==> src/frame_decoder_defines.svh <==
/*
 * Offsets, field positions, reset values and timing counts of the frame header decoder.
 * Assumes a 125 MHz core clock and a byte-addressed register port with 32-bit data.
 */
`ifndef FRAME_DECODER_DEFINES_SVH
`define FRAME_DECODER_DEFINES_SVH

`define SYNC_BYTE 8'h55
`define CLK_PERIOD_NS 8
`define DEBOUNCE_US 530
`define DEBOUNCE_CYC ((`DEBOUNCE_US * 1000) / `CLK_PERIOD_NS)
`define DIM_TICK_NS 1000
`define DIM_TICK_CYC (`DIM_TICK_NS / `CLK_PERIOD_NS)
`define TIMEOUT_BITS_PER_BYTE 15

`define REG_CTRL 8'h00
`define REG_DIM_DELAY 8'h04
`define REG_DIM_STEP 8'h08
`define REG_DIM_DUTY 8'h0C
`define REG_IRQ_STATUS 8'h10
`define REG_IRQ_CLEAR 8'h14
`define REG_IRQ_ENABLE 8'h18
`define REG_LINK_INFO 8'h1C

`define CTRL_ADDR_LSB 0
`define CTRL_ACTIVE_HIGH 4
`define CTRL_MSB_FIRST 5
`define CTRL_ALL_STOP 6
`define CTRL_FAULT_HIZ 7
`define CTRL_DIM_EN 8
`define CTRL_RESET 9'h030

`define EV_FRAME_OK 0
`define EV_FRAME_BAD 1
`define EV_TIMEOUT 2
`define EV_FAULT 3
`define EV_DIM_DONE 4

`endif

==> src/frame_decoder_pkg.sv <==
/*
 * Types shared by the frame header decoder: header layout, commands, frame states.
 * Assumes frame_decoder_defines.svh supplies the numeric constants.
 */
package frame_decoder_pkg;
    typedef enum logic [1:0] {
        LEN_NONE = 2'h0, LEN_TWO = 2'h1, LEN_BURST8 = 2'h2, LEN_BURST256 = 2'h3
    } data_len_e;

    typedef struct packed {
        logic write;
        logic broadcast;
        data_len_e len;
        logic [3:0] addr;
    } frame_hdr_s;

    typedef enum logic [3:0] {
        position_detect_reset_cmd = 4'h0, position_detect_step_cmd = 4'h1,
        position_detect_end_cmd = 4'h2, prog_info_block_first_frame_cmd = 4'h3,
        prog_info_block_cont_frame_cmd = 4'h4, prog_first_frame_cmd = 4'h5,
        prog_cont_frame_cmd = 4'h6, part_number_read_cmd = 4'h7, firmware_version_read_cmd = 4'h8
    } cmd_code_e;

    typedef enum logic [5:0] {
        ST_HUNT = 6'h01, ST_SYNC = 6'h02, ST_ADDR = 6'h04,
        ST_CMD = 6'h08, ST_DATA = 6'h10, ST_CRC = 6'h20
    } frame_state_e;
endpackage : frame_decoder_pkg

==> src/uart_frame_header_decoder.sv <==
/*
 * Slave-side frame header decoder: auto-baud on the sync byte, target-select and command
 * decode, frame timeout, input debounce, LED output mapping, fault reaction, end dimming.
 * Assumes all inputs are synchronous to clk and a single bus master on the serial line.
 */
// The address map and the strobed register port were chosen for this implementation.
`timescale 1ns/1ps
`include "frame_decoder_defines.svh"

module uart_frame_header_decoder import frame_decoder_pkg::*; #(
    parameter int DEBOUNCE_CYCLES = `DEBOUNCE_CYC
) (
    input wire logic clk,
    input wire logic sys_rst,
    input wire logic uart_rx,
    input wire logic [7:0] reg_addr,
    input wire logic [31:0] reg_wdata,
    input wire logic reg_wr,
    input wire logic reg_rd,
    output logic [31:0] reg_rdata,
    output logic irq,
    input wire logic enable_input,
    input wire logic [1:0] pattern_select_input,
    input wire logic animation_start_input,
    input wire logic animation_done_signal,
    output logic [4:0] inputs_clean,
    input wire logic [11:0] pattern_word,
    input wire logic last_vector,
    input wire logic local_fault,
    input wire logic fault_bus,
    output logic anim_stop,
    output logic [11:0] led_out,
    output logic [11:0] led_oe,
    output frame_hdr_s hdr,
    output logic [3:0] cmd_code,
    output logic cmd_valid,
    output logic ack_req,
    output logic [7:0] data_byte,
    output logic data_valid
);
    localparam int DBW = $clog2(DEBOUNCE_CYCLES + 1);

    logic [8:0] ctrl_r;
    logic [15:0] dim_delay_r, dim_step_r;
    logic [7:0] dim_duty_r;
    logic [4:0] irq_status_r, irq_en_r, ev_all;
    logic rx_q, rx_prev, rx_fall;
    frame_state_e state_r;
    logic [19:0] meas_r;
    logic [1:0] falls_r;
    logic [15:0] bit_period_r;
    logic rx_busy_r, byte_valid_r;
    logic [15:0] rx_cnt_r;
    logic [3:0] rx_bitn_r;
    logic [7:0] rx_sh_r;
    logic [15:0] ft_cnt_r;
    logic [11:0] ft_bits_r, ft_limit_r;
    logic timeout;
    logic sel_r;
    logic [8:0] data_left_r;
    logic [7:0] crc_r, cmd_byte_r;
    logic [DBW-1:0] db_cnt_r [5];
    logic [4:0] db_raw;
    logic [6:0] tick_div_r;
    logic tick;
    logic [15:0] dim_cnt_r;
    logic dim_wait_r, dim_run_r;
    logic [8:0] dim_level_r;
    logic [7:0] pwm_r;
    logic stopped, fault_prev_r;
    logic [11:0] mapped, lit;

    // Serial line edge detection
    assign rx_fall = rx_prev & ~rx_q;
    always_ff @(posedge clk) begin
        if (sys_rst) begin
            rx_q <= 1'b1;
            rx_prev <= 1'b1;
        end else begin
            rx_q <= uart_rx;
            rx_prev <= rx_q;
        end
    end

    // Byte receiver at the measured bit period
    always_ff @(posedge clk) begin
        byte_valid_r <= 1'b0;
        if (sys_rst || state_r == ST_HUNT || state_r == ST_SYNC || timeout) begin
            rx_busy_r <= 1'b0;
            rx_cnt_r <= 16'h0000;
            rx_bitn_r <= 4'h0;
            rx_sh_r <= 8'h00;
        end else if (!rx_busy_r) begin
            if (rx_fall) begin
                rx_busy_r <= 1'b1;
                rx_cnt_r <= {1'b0, bit_period_r[15:1]};
                rx_bitn_r <= 4'h0;
            end
        end else if (rx_cnt_r != 16'h0000) begin
            rx_cnt_r <= rx_cnt_r - 16'h0001;
        end else begin
            rx_cnt_r <= bit_period_r - 16'h0001;
            rx_bitn_r <= rx_bitn_r + 4'h1;
            if (rx_bitn_r == 4'h0 && rx_q)
                rx_busy_r <= 1'b0;
            else if (rx_bitn_r >= 4'h1 && rx_bitn_r <= 4'h8)
                rx_sh_r <= {rx_q, rx_sh_r[7:1]};
            else if (rx_bitn_r == 4'h9) begin
                rx_busy_r <= 1'b0;
                byte_valid_r <= rx_q;
            end
        end
    end

    // Frame timer in bit times
    always_ff @(posedge clk) begin
        if (sys_rst || state_r == ST_HUNT) begin
            ft_cnt_r <= 16'h0000;
            ft_bits_r <= 12'h000;
        end else if (state_r != ST_SYNC) begin
            if (ft_cnt_r >= bit_period_r - 16'h0001) begin
                ft_cnt_r <= 16'h0000;
                ft_bits_r <= ft_bits_r + 12'h001;
            end else begin
                ft_cnt_r <= ft_cnt_r + 16'h0001;
            end
        end
    end
    assign timeout = (state_r != ST_HUNT) && (state_r != ST_SYNC) && (ft_bits_r >= ft_limit_r);

    // Frame sequencer
    always_ff @(posedge clk) begin
        cmd_valid <= 1'b0;
        ack_req <= 1'b0;
        data_valid <= 1'b0;
        if (sys_rst) begin
            state_r <= ST_HUNT;
            meas_r <= 20'h00000;
            falls_r <= 2'h0;
            bit_period_r <= 16'h0001;
            sel_r <= 1'b0;
            data_left_r <= 9'h000;
            crc_r <= 8'h00;
            cmd_byte_r <= 8'h00;
            ft_limit_r <= 12'h000;
            hdr <= '0;
            cmd_code <= 4'h0;
            data_byte <= 8'h00;
        end else if (timeout) begin
            state_r <= ST_HUNT;
        end else begin
            case (state_r)
                ST_HUNT: if (rx_fall) begin
                    state_r <= ST_SYNC;
                    meas_r <= 20'h00000;
                    falls_r <= 2'h0;
                end
                ST_SYNC: begin
                    meas_r <= meas_r + 20'h00001;
                    if (&meas_r)
                        state_r <= ST_HUNT;
                    else if (rx_fall) begin
                        falls_r <= falls_r + 2'h1;
                        if (falls_r == 2'h3) begin
                            bit_period_r <= meas_r[18:3] + 16'h0001;
                            ft_limit_r <= 12'(4 * `TIMEOUT_BITS_PER_BYTE);
                            state_r <= ST_ADDR;
                        end
                    end
                end
                ST_ADDR: if (byte_valid_r) begin
                    hdr <= rx_sh_r;
                    sel_r <= rx_sh_r[6] || (rx_sh_r[3:0] == ctrl_r[3:0]);
                    crc_r <= rx_sh_r;
                    case (rx_sh_r[5:4])
                        LEN_NONE: data_left_r <= 9'd0;
                        LEN_TWO: data_left_r <= 9'd2;
                        LEN_BURST8: data_left_r <= 9'd8;
                        default: data_left_r <= 9'd256;
                    endcase
                    case (rx_sh_r[5:4])
                        LEN_NONE: ft_limit_r <= 12'(4 * `TIMEOUT_BITS_PER_BYTE);
                        LEN_TWO: ft_limit_r <= 12'(6 * `TIMEOUT_BITS_PER_BYTE);
                        LEN_BURST8: ft_limit_r <= 12'(12 * `TIMEOUT_BITS_PER_BYTE);
                        default: ft_limit_r <= 12'(260 * `TIMEOUT_BITS_PER_BYTE);
                    endcase
                    state_r <= ST_CMD;
                end
                ST_CMD: if (byte_valid_r) begin
                    cmd_byte_r <= rx_sh_r;
                    state_r <= (data_left_r == 9'd0) ? ST_CRC : ST_DATA;
                end
                ST_DATA: if (byte_valid_r) begin
                    crc_r <= crc_r + rx_sh_r;
                    data_byte <= rx_sh_r;
                    data_valid <= sel_r;
                    data_left_r <= data_left_r - 9'd1;
                    if (data_left_r == 9'd1)
                        state_r <= ST_CRC;
                end
                ST_CRC: if (byte_valid_r) begin
                    if (rx_sh_r == crc_r && sel_r && cmd_byte_r[7:4] == 4'h0) begin
                        ack_req <= 1'b1;
                        cmd_valid <= 1'b1;
                        cmd_code <= cmd_byte_r[3:0];
                    end
                    state_r <= ST_HUNT;
                end
                default: state_r <= ST_HUNT;
            endcase
        end
    end

    // Input debounce
    assign db_raw = {animation_done_signal, animation_start_input, pattern_select_input,
                     enable_input};
    for (genvar i = 0; i < 5; i++) begin : g_db
        always_ff @(posedge clk) begin
            if (sys_rst) begin
                db_cnt_r[i] <= '0;
                inputs_clean[i] <= 1'b0;
            end else if (db_raw[i] == inputs_clean[i]) begin
                db_cnt_r[i] <= '0;
            end else if (db_cnt_r[i] == DBW'(DEBOUNCE_CYCLES - 1)) begin
                db_cnt_r[i] <= '0;
                inputs_clean[i] <= db_raw[i];
            end else begin
                db_cnt_r[i] <= db_cnt_r[i] + 1'b1;
            end
        end
    end

    // Dimming time base and sequencer
    assign tick = (tick_div_r == 7'(`DIM_TICK_CYC - 1));
    always_ff @(posedge clk) begin
        if (sys_rst || tick)
            tick_div_r <= 7'h00;
        else
            tick_div_r <= tick_div_r + 7'h01;
    end

    always_ff @(posedge clk) begin
        if (sys_rst) begin
            dim_wait_r <= 1'b0;
            dim_run_r <= 1'b0;
            dim_cnt_r <= 16'h0000;
            dim_level_r <= 9'h100;
        end else if (animation_start_input) begin
            dim_wait_r <= 1'b0;
            dim_run_r <= 1'b0;
            dim_level_r <= 9'h100;
        end else if (last_vector && ctrl_r[`CTRL_DIM_EN]) begin
            dim_wait_r <= 1'b1;
            dim_cnt_r <= dim_delay_r;
        end else if (tick && (dim_wait_r || dim_run_r)) begin
            if (dim_cnt_r != 16'h0000) begin
                dim_cnt_r <= dim_cnt_r - 16'h0001;
            end else if (dim_wait_r) begin
                dim_wait_r <= 1'b0;
                dim_run_r <= 1'b1;
                dim_cnt_r <= dim_step_r;
            end else begin
                dim_cnt_r <= dim_step_r;
                if (dim_level_r > {1'b0, dim_duty_r})
                    dim_level_r <= dim_level_r - {1'b0, dim_duty_r};
                else begin
                    dim_level_r <= 9'h000;
                    dim_run_r <= 1'b0;
                end
            end
        end
    end

    always_ff @(posedge clk) begin
        if (sys_rst)
            pwm_r <= 8'h00;
        else
            pwm_r <= pwm_r + 8'h01;
    end

    // Output mapping, polarity and fault reaction
    assign stopped = local_fault || (ctrl_r[`CTRL_ALL_STOP] && fault_bus);
    for (genvar j = 0; j < 12; j++) begin : g_map
        assign mapped[j] = ctrl_r[`CTRL_MSB_FIRST] ? pattern_word[11-j] : pattern_word[j];
    end
    assign lit = mapped & {12{({1'b0, pwm_r} < dim_level_r)}};

    always_ff @(posedge clk) begin
        if (sys_rst) begin
            led_out <= 12'h000;
            led_oe <= 12'h000;
            anim_stop <= 1'b0;
            fault_prev_r <= 1'b0;
        end else begin
            anim_stop <= stopped;
            fault_prev_r <= stopped;
            led_oe <= (stopped && ctrl_r[`CTRL_FAULT_HIZ]) ? 12'h000 : 12'hFFF;
            if (stopped)
                led_out <= ctrl_r[`CTRL_ACTIVE_HIGH] ? 12'h000 : 12'hFFF;
            else
                led_out <= ctrl_r[`CTRL_ACTIVE_HIGH] ? lit : ~lit;
        end
    end

    // Register port and interrupt
    // One-cycle events: dim done, fault onset, timeout, bad checksum, accepted frame
    assign ev_all = {dim_run_r && tick && dim_cnt_r == 16'h0000 &&
                     dim_level_r <= {1'b0, dim_duty_r},
                     stopped & ~fault_prev_r, timeout,
                     state_r == ST_CRC && byte_valid_r && !timeout && rx_sh_r != crc_r,
                     ack_req};

    // Read data stand only in the cycle after the read strobe
    always_ff @(posedge clk) begin
        if (sys_rst || !reg_rd) begin
            reg_rdata <= 32'h00000000;
        end else begin
            case (reg_addr)
                `REG_CTRL: reg_rdata <= {23'h000000, ctrl_r};
                `REG_DIM_DELAY: reg_rdata <= {16'h0000, dim_delay_r};
                `REG_DIM_STEP: reg_rdata <= {16'h0000, dim_step_r};
                `REG_DIM_DUTY: reg_rdata <= {24'h000000, dim_duty_r};
                `REG_IRQ_STATUS: reg_rdata <= {27'h0000000, irq_status_r};
                `REG_IRQ_ENABLE: reg_rdata <= {27'h0000000, irq_en_r};
                `REG_LINK_INFO: reg_rdata <= {16'h0000, bit_period_r};
                default: reg_rdata <= 32'h00000000;
            endcase
        end
    end

    always_ff @(posedge clk) begin
        if (sys_rst) begin
            ctrl_r <= `CTRL_RESET;
            dim_delay_r <= 16'h0000;
            dim_step_r <= 16'h0000;
            dim_duty_r <= 8'h00;
            irq_en_r <= 5'h00;
        end else if (reg_wr) begin
            case (reg_addr)
                `REG_CTRL: ctrl_r <= reg_wdata[8:0];
                `REG_DIM_DELAY: dim_delay_r <= reg_wdata[15:0];
                `REG_DIM_STEP: dim_step_r <= reg_wdata[15:0];
                `REG_DIM_DUTY: dim_duty_r <= reg_wdata[7:0];
                `REG_IRQ_ENABLE: irq_en_r <= reg_wdata[4:0];
                default: ;
            endcase
        end
    end

    always_ff @(posedge clk) begin
        if (sys_rst) begin
            irq_status_r <= 5'h00;
            irq <= 1'b0;
        end else begin
            irq <= |(irq_status_r & irq_en_r);
            if (reg_wr && reg_addr == `REG_IRQ_CLEAR)
                irq_status_r <= (irq_status_r & ~reg_wdata[4:0]) | ev_all;
            else
                irq_status_r <= irq_status_r | ev_all;
        end
    end

    chk_sync_retune: assert property (@(posedge clk) disable iff (sys_rst)
        (state_r == ST_SYNC && rx_fall && falls_r == 2'h3 && !(&meas_r))
        |=> state_r == ST_ADDR) else $error("sync byte did not start a frame");
    chk_period_set: assert property (@(posedge clk) disable iff (sys_rst)
        (state_r == ST_SYNC && rx_fall && falls_r == 2'h3 && !(&meas_r))
        |=> bit_period_r == $past(meas_r[18:3]) + 16'h0001) else $error("bit period not set");
    chk_cmd_upper: assert property (@(posedge clk) disable iff (sys_rst)
        cmd_valid |-> $past(cmd_byte_r[7:4]) == 4'h0) else $error("command with upper bits");
    chk_unsel_quiet: assert property (@(posedge clk) disable iff (sys_rst)
        (data_valid || ack_req) |-> sel_r) else $error("unaddressed slave answered");
    chk_timeout_hunt: assert property (@(posedge clk) disable iff (sys_rst)
        timeout |=> state_r == ST_HUNT) else $error("timeout did not drop frame");
    chk_fault_hiz: assert property (@(posedge clk) disable iff (sys_rst)
        (stopped && ctrl_r[`CTRL_FAULT_HIZ]) |=> led_oe == 12'h000) else $error("outputs driven");
    chk_irq_level: assert property (@(posedge clk) disable iff (sys_rst)
        1'b1 |=> irq == $past(|(irq_status_r & irq_en_r))) else $error("irq level wrong");
    cov_frame_ack: cover property (@(posedge clk) disable iff (sys_rst) ack_req);
    cov_timeout: cover property (@(posedge clk) disable iff (sys_rst) timeout);
    cov_dim_done: cover property (@(posedge clk) disable iff (sys_rst) ev_all[`EV_DIM_DONE]);
endmodule : uart_frame_header_decoder

==> config.mk <==
export PLATFORM = sky130hd
export DESIGN_NAME = uart_frame_header_decoder
export DESIGN_NICKNAME = d
export VERILOG_FILES = /design/src/frame_decoder_pkg.sv /design/src/uart_frame_header_decoder.sv
export VERILOG_INCLUDE_DIRS = /design/src
export SDC_FILE = /design/constraint.sdc
export NUM_CORES = 1
export LEC_CHECK = 0
export BUFFER_PORTS_ARGS = -buffer_cell sky130_fd_sc_hd__clkbuf_2
export CAP_MARGIN = 20
export CORE_MARGIN = 1.5
export CORE_UTILIZATION = 61
export DETAILED_ROUTE_END_ITERATION = 10
export PLACE_DENSITY_LB_ADDON = 0.12
export SLEW_MARGIN = 20
export SYNTH_ARGS = -nofsm -noshare
export SYNTH_HDL_FRONTEND = slang
export SYNTH_SLANG_ARGS = --single-unit
==> constraint.sdc <==
create_clock -name clk -period 4.8 [get_ports clk]
set_clock_uncertainty 0.05 [all_clocks]
set_input_delay 0.48 -clock clk [delete_from_list [all_inputs] [get_ports clk]]
set_output_delay 0.48 -clock clk [all_outputs]
set_load 0.005 [all_outputs]
==> out/qor.csv <==
metric;value;unit
synth-main-ff-cell;dfxtp_1;
place_inst;2766;
grt.overflow.total;0;
firstDrtPassIters;7;
tns;0;ns
rsz0062_at_grt;false;
yosysWarningCount;0;
synth-xor-area-share;7.75;%
dieArea;33500;sq um
start_util;62.4;%
synth_compound_area_share;12.8;%
hold_path.class;input pin to flop;
ant_nets;0;
hold_violations;0;
hold_buffers;0;
core;31700;sq um
grt_pass1_wl;77200;microns
final_cells;2843;
synth_cells;2263;
drt_iter0_markers;1369;
yosysSeqAreaShare;42.8;%
final_common_cell;nor2_1;
via_count;16600;
cts_buffers;42;
cts_buffer_depth;3;
via_per_inst;5.85;
timing.hold.ws;0.115;ns
drc;0;
setup_viol;0;
fin_crit_sh;88.1;%
cts.clk_slew.worst_paths;0.06;ns
layout-drive-gt1-share;9.92;%
cp-start-kind;flop;
die_x;183;microns
synthAdderAreaFrac;5.01;%
place_hpwl;32500;microns
total_leakage_power;8.48;nW
max_freq;236;MHz
num_rows;65;
arrival;4.64;ns
yosys_register_bits;380;
nNetsFinal;2551;
fin_crit;4.23;ns
muxShareOfSynthArea;3.78;%
peakVddDrop;257;uV
final_cell_mix;nor2_1 (329), dfxtp_1 (295), nand2_1 (248), a21oi_1 (149), clkbuf_2 (117);
critPathKind;flop to flop;
syn-cell-area;19800;sq um
synth-edff-count;85;
port_buffers;118;
cts.sinks;380;
met3_usage;3.89;%
final-max-slew-violation-count;0;
yosysUniqueCellTypes;92;
die_h;183;microns
clock_latency;0.55;ns
routabilityCongestion;0.913;
path_max_fanout;18;
worst_pin_slew;1.01;ns
antenna_found_initial;2;
busiest_layer;met2;
wl;46800;microns
async_reset_ff_share;0;%
cts_root_buffer;clkbuf_16;
grt_max_degree;85;
grtUsageMet1;38.9;%
cts_tree;built;
grt_pass1_vias;15600;
powerDensity;315;nW/um^2
synth_area_per_cell;8.74;sq um
cp-end-kind;flop;
io_pins;151;
synth-simple-area-share;23.6;%
slew_headroom;32.3;%
track_usage;27.9;%
synth_top_family_by_area;simple AND/OR/NAND/NOR gates;
outcome;finished clean;
critical_path_required;5.21;ns
wire_per_inst;16.4;microns
area_delta_synth_final;12.2;%
cap_violations;0;
htree_levels;2;
use_met2;44.7;%
-- power breakdown --
| part | switching [mW] | internal (mW) |
|---|---|---|
| clock network | 1.31 | 1.96 |
| registers | 0.0662 | 3.33 |
| logic | 0.216 | 0.112 |
| total | 1.59 | 5.41 |
-- cell usage after synthesis (all sizes together), types with 33 or more instances --
| master | count | area, sq um |
|---|---|---|
| a211oi | 43 | 335 |
| nand2 | 250 | 948 |
| nand4 | 33 | 206 |
| buf | 42 | 285 |
| edfxtp | 85 | 2550 |
| dfxtp | 295 | 5910 |
| and3 | 37 | 231 |
| clkbuf | 90 | 339 |
| xnor2 | 68 | 596 |
| xor2 | 107 | 937 |
| inv | 59 | 221 |
| nor2 | 330 | 1240 |
| ha | 76 | 951 |
| a21oi | 151 | 759 |
| mux2i | 69 | 691 |
| o21ai | 57 | 285 |
| nor3 | 50 | 267 |
| nand3 | 102 | 528 |
-- flip-flops by register name (all words and copies together), names as in the netlist, 7 cells and up --
name          flops
db_cnt_r         85
meas_r           20
bit_period_r     16
dim_cnt_r        16
dim_delay_r      16
dim_step_r       16
ft_cnt_r         16
reg_rdata        16
rx_cnt_r         16
ft_bits_r        12
led_out          12
ctrl_r            9
data_left_r       9
dim_level_r       9
cmd_byte_r        8
crc_r             8
data_byte         8
dim_duty_r        8
hdr               8
pwm_r             8
rx_sh_r           8
tick_div_r        7
-- final cells by class --
cell class | count | area [sq um]
Antenna cell | 2 | 5.00
Tap cell | 402 | 503
Sequential cell | 380 | 8460
Multi-Input combinational cell | 1791 | 10900
Clock inverter | 12 | 91.3
Timing Repair Buffer | 134 | 717
Inverter | 59 | 221
Fill cell | 2564 | 9520
Clock buffer | 63 | 1330
-- metrics by stage --
stage	total power, mW	setup WS (ns)	utilization (%)	cell area, sq um
5_1_grt	7.22	0.179	70.0	22200
3_3_place_gp	3.77	0.666	65.5	20800
6_report	7.00	0.569	70.0	22200
4_1_cts	7.04	0.345	69.9	22200
2_1_floorplan	3.69	1.46	-	20200
3_5_place_dp	3.79	0.410	65.5	20800
-- worst paths after layout --
check / startpoint / to / slack (ns) / cells past startpoint
max: bit_period_r[2]$_SDFFE_PP0P_ / ft_cnt_r[10]$_SDFFE_PP0N_ / 0.57 / 12
min: reg_wdata[13] / dim_step_r[13]$_SDFFE_PP0P_ / 0.12 / 3
min reg2reg: dim_cnt_r[14]$_SDFFE_PP0P_ / dim_cnt_r[14]$_SDFFE_PP0P_ / 0.41 / 2
max reg2reg: bit_period_r[2]$_SDFFE_PP0P_ / ft_cnt_r[10]$_SDFFE_PP0N_ / 0.57 / 12
-- logic make-up after synthesis --
| family | Yosys count |
|---|---|
| xor gates and xnor gates | 175 |
| adders and majority gates | 78 |
| DFF | 380 |
| other | 2 |
| buffers and inverters | 191 |
| and+or+nand+nor | 970 |
| AOI/OAI and AO/OA | 393 |
| muxes | 74 |
-- critical path, stage by stage (launching register included) --
cell,delay (ns)
dfxtp_1,0.40
nor4_1,0.56
nand3_1,0.30
nor3_1,0.26
xnor2_1,0.21
ha_1,0.30
nand4_1,0.11
nor2_1,0.06
a211oi_1,0.40
nor3_1,0.19
nor3_4,0.61
nand2_1,0.47
nor2_1,0.21
-- metal layers --
metal | vias to the layer above | share of wire, %
li1 | 8159 | -
met2 | 519 | 46
met5 | - | 0
met1 | 7855 | 45
met4 | 0 | 2.6
met3 | 96 | 6.2
-- repair_timing --
action | 4_1_cts | 5_1_grt
buffers inserted | 0 | 0
endpoints found under the hold margin | 0 | 0
gates resized for setup | 0 | 1
setup endpoints to repair | 0 | 15
(Power assumes the default switching activity.)
